### config.mk
export PLATFORM = sky130hd
export DESIGN_NAME = vpw_frame_crc_engine
export DESIGN_NICKNAME = d
export VERILOG_FILES = /design/src/vpw_pkg.sv /design/src/vpw_frame_crc_engine.sv
export SDC_FILE = /design/constraint.sdc
export NUM_CORES = 1
export LEC_CHECK = 0
export BUFFER_PORTS_ARGS = -buffer_cell sky130_fd_sc_hd__buf_4
export CORE_ASPECT_RATIO = 1.75
export CORE_UTILIZATION = 50
export CTS_CLUSTER_SIZE = 25
export DETAILED_ROUTE_END_ITERATION = 10
export GPL_ROUTABILITY_DRIVEN = 0
export PLACE_DENSITY = 0.68
export SLEW_MARGIN = 10
export SYNTH_ARGS = -nofsm -noshare
export SYNTH_HDL_FRONTEND = slang
export SYNTH_SLANG_ARGS = --single-unit
### constraint.sdc
create_clock -name core_clk_i -period 4.5 [get_ports core_clk_i]
set_input_delay 0.9 -clock core_clk_i [delete_from_list [all_inputs] [get_ports core_clk_i]]
set_output_delay 0.9 -clock core_clk_i [all_outputs]
set_load 0.05 [all_outputs]
### src/vpw_pkg.sv
package vpw_pkg;

  // ---------------------------------------------------------------
  // Clock and symbol timing
  // ---------------------------------------------------------------
  localparam int CLK_MHZ = 100;
  localparam int SOF_US = 200;
  localparam int EOD_US = 200;
  localparam int EOF_US = 280;
  localparam int IFS_US = 300;
  localparam int SHORT_US = 64;
  localparam int LONG_US = 128;
  localparam int BRK_US = 240;
  // Receive decision points between nominal lengths
  localparam int MIN_US = 32;
  localparam int BIT_US = 96;
  localparam int SYM_US = 164;

  // ---------------------------------------------------------------
  // Frame and checksum
  // ---------------------------------------------------------------
  localparam logic [3:0] MAX_BYTES = 4'hC;
  localparam logic [7:0] CRC_INIT = 8'hFF;
  localparam logic [7:0] CRC_POLY = 8'h1D;
  localparam logic [7:0] CRC_GOOD = 8'hC4;

  // ---------------------------------------------------------------
  // Register map
  // ---------------------------------------------------------------
  localparam logic [7:0] LINK_CONTROL_TWO_OFS = 8'h00;
  localparam logic [7:0] TX_DATA_OFS = 8'h04;
  localparam logic [7:0] STATUS_VECTOR_REGISTER_OFS = 8'h08;
  localparam logic [7:0] RX_DATA_OFS = 8'h0C;

  localparam int CTL_GO_BIT = 0;
  localparam int CTL_FAST_BIT = 1;
  localparam int CTL_FLUSH_BIT = 2;

  localparam int ST_CRC_ERR = 0;
  localparam int ST_INV_SYM = 1;
  localparam int ST_EOF = 2;
  localparam int ST_RX_BYTE = 3;
  localparam int ST_TX_ERR = 4;
  localparam int ST_TX_BUSY = 5;
  localparam int ST_IDLE = 6;
  localparam int ST_IN_FRAME = 7;
  localparam int ST_RX_CNT_LO = 8;
  localparam int ST_TX_LEN_LO = 12;

  localparam logic [15:0] PER_MAX = 16'hFFFF;

  typedef enum logic [2:0] {TX_IDLE, TX_WAIT, TX_SOF, TX_BIT, TX_EOD} tx_state_t;

endpackage
### src/vpw_frame_crc_engine.sv
// The address map and the APB slave port were chosen for this implementation.
`timescale 1ns/1ps
module vpw_frame_crc_engine #(
  parameter logic [15:0] SOF_CYC = 16'(vpw_pkg::SOF_US * vpw_pkg::CLK_MHZ),
  parameter logic [15:0] EOD_CYC = 16'(vpw_pkg::EOD_US * vpw_pkg::CLK_MHZ),
  parameter logic [15:0] EOF_CYC = 16'(vpw_pkg::EOF_US * vpw_pkg::CLK_MHZ),
  parameter logic [15:0] IFS_CYC = 16'(vpw_pkg::IFS_US * vpw_pkg::CLK_MHZ),
  parameter logic [15:0] SHORT_CYC = 16'(vpw_pkg::SHORT_US * vpw_pkg::CLK_MHZ),
  parameter logic [15:0] LONG_CYC = 16'(vpw_pkg::LONG_US * vpw_pkg::CLK_MHZ),
  parameter logic [15:0] BRK_CYC = 16'(vpw_pkg::BRK_US * vpw_pkg::CLK_MHZ),
  parameter logic [15:0] MIN_CYC = 16'(vpw_pkg::MIN_US * vpw_pkg::CLK_MHZ),
  parameter logic [15:0] BIT_CYC = 16'(vpw_pkg::BIT_US * vpw_pkg::CLK_MHZ),
  parameter logic [15:0] SYM_CYC = 16'(vpw_pkg::SYM_US * vpw_pkg::CLK_MHZ)
) (
  input wire logic core_clk_i,
  input wire logic reset_n_i,
  input wire logic psel_i,
  input wire logic penable_i,
  input wire logic pwrite_i,
  input wire logic [7:0] paddr_i,
  input wire logic [31:0] pwdata_i,
  output logic [31:0] prdata_o,
  output logic pready_o,
  output logic pslverr_o,
  input wire logic rx_i,
  output logic tx_o
);
  import vpw_pkg::*;

  // ---------------------------------------------------------------
  // Helpers
  // ---------------------------------------------------------------
  function automatic logic [7:0] crc_step(input logic [7:0] c, input logic b);
    crc_step = {c[6:0], 1'b0} ^ ((c[7] ^ b) ? CRC_POLY : 8'h00);
  endfunction

  // Fast receive runs four times quicker, so decision points shrink by four
  function automatic logic [15:0] sc(input logic [15:0] v, input logic f);
    sc = f ? {2'b00, v[15:2]} : v;
  endfunction

  // ---------------------------------------------------------------
  // Declarations
  // ---------------------------------------------------------------
  logic [31:0] rdata_q;
  logic [7:0] txbuf_q [0:11];
  logic [3:0] tx_len_q;
  logic fast_q;
  logic f_crc_q, f_inv_q, f_eof_q, f_rxb_q, f_txe_q;
  logic rx_q, brk_q, in_frame_q, got_frame_q;
  logic [15:0] per_q;
  logic [7:0] rx_crc_q, rx_sh_q, rx_data_q;
  logic [2:0] rx_bc_q;
  logic [3:0] rx_cnt_q;
  tx_state_t tx_st_q;
  logic tx_o_q, tx_ph_q;
  logic [15:0] tx_cnt_q, tx_dur_q, tx_act_q;
  logic [3:0] tx_idx_q;
  logic [2:0] tx_bit_q;
  logic [7:0] tx_crc_q;
  logic access, wr, hit, tx_go, tx_busy, tx_brk, start_ok, bus_idle;
  logic rx_rise, rx_fall, rx_sof, rx_bit_v, rx_bit, rx_bad, rx_ovf;
  logic frame_end, eof_pulse, brk_pulse, byte_done;
  logic nx_ph, nx_val, nx_lvl, tx_last, bit_end, tx_cur_val;
  logic [2:0] nx_bit;
  logic [3:0] nx_idx;
  logic [7:0] nx_byte, cur_byte;
  logic [15:0] nx_dur;
  logic [31:0] rmux;

  // ---------------------------------------------------------------
  // APB slave
  // ---------------------------------------------------------------
  assign access = psel_i && penable_i;
  assign wr = access && pwrite_i;
  assign hit = (paddr_i == LINK_CONTROL_TWO_OFS) || (paddr_i == TX_DATA_OFS) ||
               (paddr_i == STATUS_VECTOR_REGISTER_OFS) || (paddr_i == RX_DATA_OFS);
  assign pready_o = 1'b1;
  assign pslverr_o = access && !hit;
  assign prdata_o = rdata_q;

  always_comb begin
    rmux = 32'h0000_0000;
    case (paddr_i)
      LINK_CONTROL_TWO_OFS: rmux[CTL_FAST_BIT] = fast_q;
      STATUS_VECTOR_REGISTER_OFS: begin
        rmux[ST_CRC_ERR] = f_crc_q;
        rmux[ST_INV_SYM] = f_inv_q;
        rmux[ST_EOF] = f_eof_q;
        rmux[ST_RX_BYTE] = f_rxb_q;
        rmux[ST_TX_ERR] = f_txe_q;
        rmux[ST_TX_BUSY] = tx_busy || (tx_st_q == TX_WAIT);
        rmux[ST_IDLE] = bus_idle;
        rmux[ST_IN_FRAME] = in_frame_q;
        rmux[ST_RX_CNT_LO +: 4] = rx_cnt_q;
        rmux[ST_TX_LEN_LO +: 4] = tx_len_q;
      end
      RX_DATA_OFS: rmux[7:0] = rx_data_q;
      default: rmux = 32'h0000_0000;
    endcase
  end

  // Read data sampled in setup so prdata comes straight from a flop
  always_ff @(posedge core_clk_i) begin
    if (!reset_n_i) begin
      rdata_q <= 32'h0000_0000;
    end else if (psel_i && !penable_i) begin
      rdata_q <= rmux;
    end
  end

  // ---------------------------------------------------------------
  // Control and transmit buffer
  // ---------------------------------------------------------------
  // Start ignored with an empty buffer or while a frame is pending
  assign tx_go = wr && (paddr_i == LINK_CONTROL_TWO_OFS) && pwdata_i[CTL_GO_BIT] &&
                 (tx_st_q == TX_IDLE) && (tx_len_q != 4'h0);

  always_ff @(posedge core_clk_i) begin
    if (!reset_n_i) begin
      tx_len_q <= 4'h0;
      for (int i = 0; i < 12; i++) begin
        txbuf_q[i] <= 8'h00;
      end
    end else if (tx_st_q == TX_IDLE && !tx_go) begin
      if (wr && paddr_i == TX_DATA_OFS && tx_len_q < MAX_BYTES) begin
        txbuf_q[tx_len_q] <= pwdata_i[7:0];
        tx_len_q <= 4'(tx_len_q + 4'h1);
      end else if (wr && paddr_i == LINK_CONTROL_TWO_OFS && pwdata_i[CTL_FLUSH_BIT]) begin
        tx_len_q <= 4'h0;
      end
    end
  end

  always_ff @(posedge core_clk_i) begin
    if (!reset_n_i) begin
      fast_q <= 1'b0;
    end else if (brk_pulse && in_frame_q) begin
      fast_q <= 1'b0;
    end else if (wr && paddr_i == LINK_CONTROL_TWO_OFS) begin
      fast_q <= pwdata_i[CTL_FAST_BIT];
    end
  end

  // ---------------------------------------------------------------
  // Receive symbol timing and decode
  // ---------------------------------------------------------------
  assign rx_rise = rx_i && !rx_q;
  assign rx_fall = !rx_i && rx_q;
  assign bus_idle = !rx_i && per_q >= IFS_CYC;
  assign brk_pulse = rx_i && per_q == sc(BRK_CYC, fast_q);
  assign frame_end = in_frame_q && !rx_i && per_q == sc(EOD_CYC, fast_q);
  assign eof_pulse = got_frame_q && !rx_i && per_q == sc(EOF_CYC, fast_q);

  always_ff @(posedge core_clk_i) begin
    if (!reset_n_i) begin
      rx_q <= 1'b0;
      per_q <= 16'h0000;
      brk_q <= 1'b0;
    end else begin
      rx_q <= rx_i;
      if (rx_rise || rx_fall) begin
        per_q <= 16'h0000;
      end else if (per_q != PER_MAX) begin
        per_q <= 16'(per_q + 16'h0001);
      end
      if (brk_pulse) begin
        brk_q <= 1'b1;
      end else if (rx_fall) begin
        brk_q <= 1'b0;
      end
    end
  end

  // Passive then active bits decode by length at the closing edge
  always_comb begin
    rx_sof = 1'b0;
    rx_bit_v = 1'b0;
    rx_bit = 1'b0;
    rx_bad = 1'b0;
    if (rx_fall && !brk_q) begin
      if (per_q >= sc(SYM_CYC, fast_q)) begin
        rx_sof = 1'b1;
      end else if (in_frame_q) begin
        rx_bad = per_q < sc(MIN_CYC, fast_q);
        rx_bit_v = !rx_bad;
        rx_bit = per_q < sc(BIT_CYC, fast_q);
      end
    end else if (rx_rise && in_frame_q) begin
      rx_bad = per_q < sc(MIN_CYC, fast_q);
      rx_bit_v = !rx_bad;
      rx_bit = per_q >= sc(BIT_CYC, fast_q);
    end
  end

  assign byte_done = rx_bit_v && rx_bc_q == 3'd7;
  assign rx_ovf = byte_done && rx_cnt_q == MAX_BYTES;

  always_ff @(posedge core_clk_i) begin
    if (!reset_n_i) begin
      in_frame_q <= 1'b0;
      got_frame_q <= 1'b0;
      rx_crc_q <= CRC_INIT;
      rx_sh_q <= 8'h00;
      rx_bc_q <= 3'd0;
      rx_cnt_q <= 4'h0;
      rx_data_q <= 8'h00;
    end else if (brk_pulse) begin
      in_frame_q <= 1'b0;
      got_frame_q <= 1'b0;
    end else if (rx_sof) begin
      in_frame_q <= 1'b1;
      got_frame_q <= 1'b0;
      rx_crc_q <= CRC_INIT;
      rx_bc_q <= 3'd0;
      rx_cnt_q <= 4'h0;
    end else if (rx_bad || rx_ovf) begin
      in_frame_q <= 1'b0;
    end else if (rx_bit_v) begin
      rx_crc_q <= crc_step(rx_crc_q, rx_bit);
      rx_sh_q <= {rx_sh_q[6:0], rx_bit};
      rx_bc_q <= 3'(rx_bc_q + 3'd1);
      if (byte_done) begin
        rx_data_q <= {rx_sh_q[6:0], rx_bit};
        rx_cnt_q <= 4'(rx_cnt_q + 4'h1);
      end
    end else if (frame_end) begin
      in_frame_q <= 1'b0;
      got_frame_q <= rx_bc_q == 3'd0 && rx_cnt_q != 4'h0;
    end else if (eof_pulse) begin
      got_frame_q <= 1'b0;
    end
  end

  // ---------------------------------------------------------------
  // Status flags, write one to clear; a new event beats the clear
  // ---------------------------------------------------------------
  logic [4:0] clr, set;
  assign clr = (wr && paddr_i == STATUS_VECTOR_REGISTER_OFS) ? pwdata_i[4:0] : 5'h00;
  assign set[ST_CRC_ERR] = frame_end && rx_bc_q == 3'd0 && rx_crc_q != CRC_GOOD;
  assign set[ST_INV_SYM] = rx_bad || rx_ovf || (brk_pulse && in_frame_q) ||
                           (frame_end && rx_bc_q != 3'd0);
  assign set[ST_EOF] = eof_pulse;
  assign set[ST_RX_BYTE] = byte_done && !rx_ovf && !brk_pulse && !rx_sof;
  assign set[ST_TX_ERR] = tx_brk;

  always_ff @(posedge core_clk_i) begin
    if (!reset_n_i) begin
      {f_txe_q, f_rxb_q, f_eof_q, f_inv_q, f_crc_q} <= 5'h00;
    end else begin
      {f_txe_q, f_rxb_q, f_eof_q, f_inv_q, f_crc_q} <=
        set | ({f_txe_q, f_rxb_q, f_eof_q, f_inv_q, f_crc_q} & ~clr);
    end
  end

  // ---------------------------------------------------------------
  // Transmitter
  // ---------------------------------------------------------------
  assign tx_busy = tx_st_q == TX_SOF || tx_st_q == TX_BIT || tx_st_q == TX_EOD;
  assign tx_brk = brk_pulse && tx_busy;
  // Joining a start seen after end-of-frame keeps nodes aligned
  assign start_ok = bus_idle || (rx_rise && per_q >= EOF_CYC);
  assign bit_end = tx_cnt_q == 16'(tx_dur_q - 16'h0001);
  assign tx_last = tx_bit_q == 3'd0 && tx_ph_q;
  assign cur_byte = tx_ph_q ? ~tx_crc_q : txbuf_q[tx_idx_q];
  assign tx_cur_val = cur_byte[tx_bit_q];

  always_comb begin
    nx_bit = 3'd7;
    nx_idx = 4'h0;
    nx_ph = 1'b0;
    if (tx_st_q == TX_BIT) begin
      nx_idx = tx_idx_q;
      nx_ph = tx_ph_q;
      if (tx_bit_q != 3'd0) begin
        nx_bit = 3'(tx_bit_q - 3'd1);
      end else if (!tx_ph_q && 4'(tx_idx_q + 4'h1) < tx_len_q) begin
        nx_idx = 4'(tx_idx_q + 4'h1);
      end else begin
        nx_ph = 1'b1;
      end
    end
    nx_byte = nx_ph ? ~tx_crc_q : txbuf_q[nx_idx];
    nx_val = nx_byte[nx_bit];
    nx_lvl = (tx_st_q == TX_SOF) ? 1'b0 : !tx_o_q;
    nx_dur = (nx_val ^ nx_lvl) ? LONG_CYC : SHORT_CYC;
  end

  always_ff @(posedge core_clk_i) begin
    if (!reset_n_i) begin
      tx_st_q <= TX_IDLE;
      tx_o_q <= 1'b0;
      tx_ph_q <= 1'b0;
      tx_cnt_q <= 16'h0000;
      tx_dur_q <= SHORT_CYC;
      tx_idx_q <= 4'h0;
      tx_bit_q <= 3'd7;
      tx_crc_q <= CRC_INIT;
    end else if (tx_brk) begin
      tx_st_q <= TX_IDLE;
      tx_o_q <= 1'b0;
    end else begin
      case (tx_st_q)
        TX_IDLE: begin
          if (tx_go) begin
            tx_st_q <= TX_WAIT;
          end
        end
        TX_WAIT: begin
          if (start_ok) begin
            tx_st_q <= TX_SOF;
            tx_o_q <= 1'b1;
            tx_cnt_q <= 16'h0000;
            tx_idx_q <= 4'h0;
            tx_bit_q <= 3'd7;
            tx_ph_q <= 1'b0;
            tx_crc_q <= CRC_INIT;
          end
        end
        TX_SOF, TX_BIT: begin
          if (tx_st_q == TX_BIT && bit_end && tx_last) begin
            tx_st_q <= TX_EOD;
            tx_o_q <= 1'b0;
            tx_cnt_q <= 16'h0000;
          end else if ((tx_st_q == TX_SOF && tx_cnt_q == 16'(SOF_CYC - 16'h0001)) ||
                       (tx_st_q == TX_BIT && bit_end)) begin
            tx_st_q <= TX_BIT;
            tx_o_q <= nx_lvl;
            tx_dur_q <= nx_dur;
            tx_bit_q <= nx_bit;
            tx_idx_q <= nx_idx;
            tx_ph_q <= nx_ph;
            tx_cnt_q <= 16'h0000;
            if (!nx_ph) begin
              tx_crc_q <= crc_step(tx_crc_q, nx_val);
            end
          end else begin
            tx_cnt_q <= 16'(tx_cnt_q + 16'h0001);
          end
        end
        TX_EOD: begin
          if (tx_cnt_q == 16'(EOD_CYC - 16'h0001)) begin
            tx_st_q <= TX_IDLE;
          end else begin
            tx_cnt_q <= 16'(tx_cnt_q + 16'h0001);
          end
        end
        default: tx_st_q <= TX_IDLE;
      endcase
    end
  end

  assign tx_o = tx_o_q;

  // ---------------------------------------------------------------
  // Assertions
  // ---------------------------------------------------------------
  always_ff @(posedge core_clk_i) begin
    if (!reset_n_i) begin
      tx_act_q <= 16'h0000;
    end else begin
      tx_act_q <= tx_o_q ? 16'(tx_act_q + 16'h0001) : 16'h0000;
    end
  end
endmodule

### Word level (Yosys, flattened, before mapping)

Memory sizes are Yosys's and may differ from the RTL's.
Cells that the tools add are included.

* output and inout bits: 35
* flip-flop bits (word level): 128
* memory bits (writable): 96
* bits in read-only memories: 0
* latch bits: 0
* input port bits: 46
* word-level logic and storage cells: 286
* memories kept: 1

Memories
* txbuf_q: depth 12, width 8, read ports 1, clocked after Yosys merged registers in 0, write ports 12, line vpw_frame_crc_engine.sv:46 `logic [7:0] txbuf_q [0:11];`

* shifts and indexed selects: 0
* add/subtract/negate cells: 8
* magnitude comparators: 9
* equality and inequality tests: 26
* multiplexer cells: 100
* divide/modulo/power cells: 0
* bitwise logic cells: 16
* $mul: 0
* reduce and logical (&&, ||, !) cells: 100

Operators with widths (number)
* 8-bit two-way mux: 10
* 16-bit two-way mux: 4
* 15-bit two-way mux: 4
* 4-bit two-way mux: 13
* 16-bit by 15-bit == test with 1-bit output: 3
* 16-bit one-hot mux with 3 select lines: 1
* 1-bit logical AND: 40
* 1-bit two-way mux: 39
* 3-bit two-way mux: 13
* 16-bit by 1-bit adder with 16-bit output (second input constant): 2
* 16-bit by 15-bit >= comparator with 1-bit output (second input constant): 2
* 14-bit two-way mux: 2
* 4-bit AND reduction: 5
* 16-bit by 15-bit == test with 1-bit output (second input constant): 1
* 16-bit == test: 1
* 8-bit by 4-bit == test with 1-bit output (second input constant): 2
* 16-bit by 14-bit >= comparator with 1-bit output: 1
* 16-bit by 15-bit >= comparator with 1-bit output: 1
* 16-bit by 12-bit less-than comparator with 1-bit output: 1
* 16-bit less-than comparator: 1
* 16-bit inequality test (second input constant): 1
* 8-bit one-hot mux with 2 select lines: 1
* 16-bit by 1-bit subtractor with 16-bit output (second input constant): 1
* 8-bit by 5-bit bitwise XOR with 8-bit output: 2
* other kinds (45): 108

### Logic depth before layout (Yosys ltp)

An unclocked memory read counts as a cell.

* depth in word-level cells: 17
* depth in mapped cells: 18
* gate-level depth less buffers: 15

### Least setup slack after synthesis

No wires, ideal clock.

* path type: flip-flop to flip-flop
* start point: register tx_idx_q[0]
* end point: register tx_dur_q[9]
* buffers on the path: 3
* clock period less this slack: 3.462 ns
* setup time: 0.119 ns
* path slack: 1.038 ns
* stages on the path, launching flop included: 18
* data required time: 4.381 ns
* arrival: 3.343 ns
* cell sequence: dfxtp_1 -> ha_1 -> ha_1 -> o211ai_1 -> o211a_1 -> buf_6 -> and2_4 -> buf_6 -> mux2i_4 -> buf_6 -> nand4_1 -> o2111ai_1 -> o2111ai_1 -> a32oi_2 -> a22oi_2 -> xnor2_1 -> nor3_2 -> o21bai_1

* longest elaborated chain between the ends: 12
* elaborated cells between the ends (all ways): 15
* classes of those cells: add/sub (1); order compare (1); mux (10); bitwise (1); reduce/logical (1); memory (1)

RTL lines
* start: declaration: line vpw_frame_crc_engine.sv:58 `logic [3:0] tx_idx_q;`
* start signal: assignment: line vpw_frame_crc_engine.sv:331 `tx_idx_q <= nx_idx;`
* 4-bit by 1-bit adder with 4-bit output: line vpw_frame_crc_engine.sv:277, vpw_frame_crc_engine.sv:278
* 4-bit less-than comparator: line vpw_frame_crc_engine.sv:277 `end else if (!tx_ph_q && 4'(tx_idx_q + 4'h1) < tx_len_q) begin`
* 1-bit logical AND: line vpw_frame_crc_engine.sv:277
* 4-bit two-way mux: line vpw_frame_crc_engine.sv:277
* 4-bit two-way mux: line vpw_frame_crc_engine.sv:275 `if (tx_bit_q != 3'd0) begin`
* 4-bit two-way mux: line vpw_frame_crc_engine.sv:272 `if (tx_st_q == TX_BIT) begin`
* memory read 12 x 8 bit
* 8-bit two-way mux (*): line vpw_frame_crc_engine.sv:283 `nx_byte = nx_ph ? ~tx_crc_q : txbuf_q[nx_idx];`
* 1-bit binary-select mux with 3-bit select (*): line vpw_frame_crc_engine.sv:284 `nx_val = nx_byte[nx_bit];`
* 1-bit two-way mux (not written as such) (*): line vpw_frame_crc_engine.sv:284
* 1-bit bitwise XOR (*): line vpw_frame_crc_engine.sv:286 `nx_dur = (nx_val ^ nx_lvl) ? LONG_CYC : SHORT_CYC;`
* 14-bit two-way mux (*): line vpw_frame_crc_engine.sv:286
* end signal: assignment: line vpw_frame_crc_engine.sv:329 `tx_dur_q <= nx_dur;`
* end: declaration: line vpw_frame_crc_engine.sv:57 `logic [15:0] tx_cnt_q, tx_dur_q, tx_act_q;`

Mark *: on every way between the ends. The rest lies on a longest branch, timed or not. The select of a mux whose other input is x is not followed.
A chain may end at the register's enable or synchronous reset.

### Worst setup path in the final report

* start point: register tx_idx_q[0]
* end point: register tx_crc_q[3]

* longest elaborated chain between the ends: 17
* elaborated cells between the ends (all ways): 22
* classes of those cells: add/sub (1); order compare (1); eq/ne (1); mux (14); bitwise (2); reduce/logical (2); memory (1)

RTL lines
* 4-bit by 1-bit adder with 4-bit output: line vpw_frame_crc_engine.sv:277, vpw_frame_crc_engine.sv:278
* 4-bit less-than comparator: line vpw_frame_crc_engine.sv:277
* 1-bit logical AND: line vpw_frame_crc_engine.sv:277
* 4-bit two-way mux: line vpw_frame_crc_engine.sv:277
* 4-bit two-way mux: line vpw_frame_crc_engine.sv:275
* 4-bit two-way mux: line vpw_frame_crc_engine.sv:272
* memory read 12 x 8 bit
* 8-bit two-way mux: line vpw_frame_crc_engine.sv:283
* 1-bit binary-select mux with 3-bit select: line vpw_frame_crc_engine.sv:284
* 1-bit two-way mux (not written as such): line vpw_frame_crc_engine.sv:284
* 1-bit bitwise XOR: line vpw_frame_crc_engine.sv:34 `crc_step = {c[6:0], 1'b0} ^ ((c[7] ^ b) ? CRC_POLY : 8'h00);`
* 5-bit two-way mux: line vpw_frame_crc_engine.sv:34
* 8-bit by 5-bit bitwise XOR with 8-bit output: line vpw_frame_crc_engine.sv:34
* 8-bit two-way mux: line vpw_frame_crc_engine.sv:334 `if (!nx_ph) begin`
* 8-bit two-way mux: line vpw_frame_crc_engine.sv:325 `end else if ((tx_st_q == TX_SOF && tx_cnt_q == 16'(SOF_CYC - 16'h0001)) ||`
* 8-bit two-way mux: line vpw_frame_crc_engine.sv:321 `if (tx_st_q == TX_BIT && bit_end && tx_last) begin`
* 8-bit one-hot mux with 2 select lines: line vpw_frame_crc_engine.sv:303 `case (tx_st_q)`
* end signal: assignment: line vpw_frame_crc_engine.sv:335 `tx_crc_q <= crc_step(tx_crc_q, nx_val);`
* end: declaration: line vpw_frame_crc_engine.sv:60 `logic [7:0] tx_crc_q;`

Parallel ways exist; a longest one is shown, timed or not. The select of a mux whose other input is x is not followed.

==> results.json <==
{
  "status": "finished, final reports clean",
  "intPower_uw": 3690,
  "switchingPower_uw": 1283,
  "viasPerCell": 5.866,
  "comb_power_share": 0.110,
  "worstMarginPinSlew_ns": 1.163,
  "vdd_drop_max_v": 0.0003191,
  "fin_crit_sh": 0.9419,
  "finClkSkew_ns": 0.01095,
  "power_density_nw_per_um2": 357.6,
  "synthToLayoutAreaGrowth_pct": 11.30,
  "fmax_mhz": 235.9,
  "r2r_cells": 14,
  "cp_max_fo": 32,
  "vias": 9755,
  "grt_pass1_wl_mm": 50.74,
  "grt_usage": 0.2569,
  "swShare": 0.2580,
  "yosys.area.top_type": "edfxtp_1",
  "clock_power_share": 0.390,
  "worstHoldPathCells": 2,
  "cts_buffers": 22,
  "h-tree-depth": 1,
  "hold_viol_final": 0,
  "grt_max_degree": 47,
  "drt_iter0_drc": 523,
  "crit_type": "register to register",
  "synthArstFlopShare": 0,
  "p_seq_frac": 0.500,
  "coreArea_um2": 24530,
  "dieHeight_um": 211.1,
  "die_w_um": 121.5,
  "ios": 81,
  "setup_violations": 0,
  "floorplan.rows": 76,
  "maxCapViolations": 0,
  "cts-root-buf": "clkbuf_16",
  "antenna_cells": 0,
  "worstPathArrival_ns": 4.67,
  "slew_violations": 0,
  "clockBufferDepth": 3,
  "ys_seq_area_frac": 0.4902,
  "hold_path.class": "register to register",
  "grt_pass1_vias": 9790,
  "drive_gt1_frac": 0.1036,
  "ant_nets": 0,
  "synth-edff-count": 128,
  "reg2reg_slack_ns": 0.26,
  "nets": 1417,
  "syn_area_um2": 12500,
  "end_kind": "register",
  "r2r-end": "tx_crc_q[3]",
  "fin_crit_ns": 4.238,
  "cts_tree": "built",
  "worst_ep_required_time_ns": 4.93,
  "routed_wirelength_mm": 31.87,
  "portBuffers": 39,
  "relSlewSlack": 0.2233,
  "ys_types": 79,
  "first_pass_iters": 5,
  "startpoint_type": "register",
  "min-delay-start": "prdata_o[14]",
  "clkTransAtPathRegs_ns": 0.06,
  "yosysTopAreaCellShare": 0.3076,
  "avgSynthCellArea_um2": 9.673,
  "route.detailed.drc": 0,
  "worstSkewPairLatency_ns": 0.53,
  "whs_endpoint": "prdata_o[14]",
  "initial_core_util": 0.5094,
  "ys.flop_type": "edfxtp_1",
  "grt_overflow": 0,
  "fin_hold_ws_ns": 0.4552,
  "postCtsHoldBufs": 0,
  "r2r_start": "tx_idx_q[0]",
  "ys_seq_elements": 242,
  "dp_hpwl_mm": 22.14,
  "antenna_found_initial": 0,
  "ys_warn_count": 0,
  "p_leak_uw": 0.005652,
  "cts.sinks": 242,
  "syn_inst": 1292,
  "finalPower_uw": 4974,
  "dieArea_um2": 25660,
  "yosys-top-cells-area": "edfxtp_1 31%, dfxtp_1 18%, and3_1 5.4%",
  "wl_per_cell_um": 19.17
}
through the flow:
step / cell area [um2] / instances / setup TNS, ns / worst slack, ns / util
final: 13910 / 1663 / 0 / 0.2617 / 0.5670
after global routing: 13910 / 1663 / -0.008950 / -0.008950 / 0.5670
after CTS: 13850 / 1661 / 0 / 0.1387 / 0.5646
after detailed placement: 13120 / 1622 / 0 / 0.1626 / 0.5346
after global placement: 13120 / 1622 / 0 / 0.2608 / 0.5346
after floorplan: 12670 / 1339 / 0 / 1.038 / -
per-layer routing:
| layer | global-route usage | wire, um | share of wire | vias up |
|---|---|---|---|---|
| li1 | - | - | - | 4679 |
| met1 | 0.2691 | 11610 | 0.36 | 4681 |
| met2 | 0.4806 | 16830 | 0.53 | 300 |
| met3 | 0.02646 | 1460 | 0.046 | 95 |
| met4 | 0.1588 | 1975 | 0.062 | 0 |
| met5 | 0 | 0 | 0 | - |
cells in the mapped netlist (3+ instances only):
| cell | number |
|---|---|
| and2_1 | 10 |
| a21oi_1 | 74 |
| buf_6 | 5 |
| and3_1 | 107 |
| nor2b_1 | 13 |
| a22oi_1 | 5 |
| clkbuf_8 | 3 |
| nor4bb_1 | 3 |
| buf_4 | 21 |
| nor3_1 | 23 |
| buf_2 | 8 |
| o31ai_1 | 4 |
| o2111ai_1 | 3 |
| nand3b_1 | 7 |
| mux2i_1 | 62 |
| clkbuf_1 | 60 |
| nor2_1 | 112 |
| nor4b_1 | 4 |
| ha_1 | 35 |
| a31oi_1 | 7 |
| nand3_1 | 49 |
| edfxtp_1 | 128 |
| inv_1 | 31 |
| xor2_1 | 25 |
| nor4_1 | 11 |
| o32ai_1 | 3 |
| a311oi_1 | 4 |
| or3_1 | 3 |
| nand4_1 | 32 |
| nand2b_1 | 9 |
| o21a_1 | 7 |
| nand2_1 | 176 |
| dfxtp_1 | 114 |
| a21o_1 | 8 |
| o211ai_1 | 5 |
| a211oi_1 | 10 |
| nor3b_1 | 12 |
| o21ai_0 | 20 |
| a221oi_1 | 6 |
| a32oi_1 | 5 |
| xnor2_1 | 18 |
registers in the layout, summed over array words and instances, names as in the netlist, 2 cells and up:
signal and count:
rx_data_q 8, txbuf_q 128, tx_bit_q 3, tx_len_q 4
tx_dur_q 2, prdata_o 16, rx_sh_q 7, tx_cnt_q 16
tx_idx_q 4, rx_bc_q 3, per_q 16, rx_cnt_q 4
rx_crc_q 8, tx_st_q 3, tx_crc_q 8
cells by family after synthesis:
logic type	share of synthesized area
xor+xnor	0.03014
buf+inv	0.05216
flops	0.4902
simple gates	0.2353
mux	0.05657
fa+ha+maj	0.03504
other cells	0.0006009
compound gates	0.1000
critical path: stages, from the launching register on:
cell and delay (ns):
dfxtp_1 0.48, ha_1 0.36, ha_1 0.30, o211ai_1 0.28, o211a_2 0.37, mux2_8 0.52, mux2i_1 0.18, nor3_1 0.16
a211oi_1 0.08, o31ai_2 0.45, o211ai_2 0.21, nand2_1 0.14, xor2_1 0.26, o32ai_1 0.11, a211oi_1 0.22
timing repair:
| item | CTS | global route |
|---|---|---|
| buffers inserted | 0 | 2 |
| endpoints found under the setup margin | 0 | 6 |
| gates resized for setup | 0 | 7 |
power by group through the flow:
| stage | Sequential, uW | Combinational [uW] | Clock [uW] |
|---|---|---|---|
| after floorplan | 2520 | 410 | 0 |
| after global placement | 2530 | 533 | 0 |
| after detailed placement | 2530 | 541 | 0 |
| after CTS | 2480 | 544 | 1970 |
| after global routing | 2500 | 599 | 2050 |
| final | 2490 | 545 | 1940 |
cells in the final DEF, fill, tap and decap left out, types with 48 or more instances in the layout:
master / netlist / layout
nor2_1: 112 / 111
a21oi_1: 74 / 73
nand3_1: 49 / 48
mux2i_1: 62 / 60
dfxtp_1: 114 / 114
and3_1: 107 / 107
buf_4: 21 / 68
nand2_1: 176 / 176
edfxtp_1: 128 / 128
conb_1: 2 / 49
area by class of cell:
cell class	count	area, um2
Multi-Input combinational cell	967	5951
Inverter	31	116.4
Timing Repair Buffer	72	590.6
Clock inverter	14	152.6
Tap cell	312	390.4
Sequential cell	242	6126
Clock buffer	25	583.1
Fill cell	2198	10620
worst max path at each step:
stage,cells after the start,startpoint,slack (ns),end
after global routing,15,tx_idx_q[0],-0.009,tx_crc_q[4]
after detailed placement,16,tx_idx_q[0],0.16,tx_crc_q[3]
after floorplan,17,tx_idx_q[0],1.04,tx_dur_q[9]
after global placement,15,tx_idx_q[0],0.26,tx_dur_q[9]
final,14,tx_idx_q[0],0.26,tx_crc_q[3]
after CTS,16,tx_idx_q[0],0.14,tx_crc_q[3]
(Power assumes the default switching activity.)
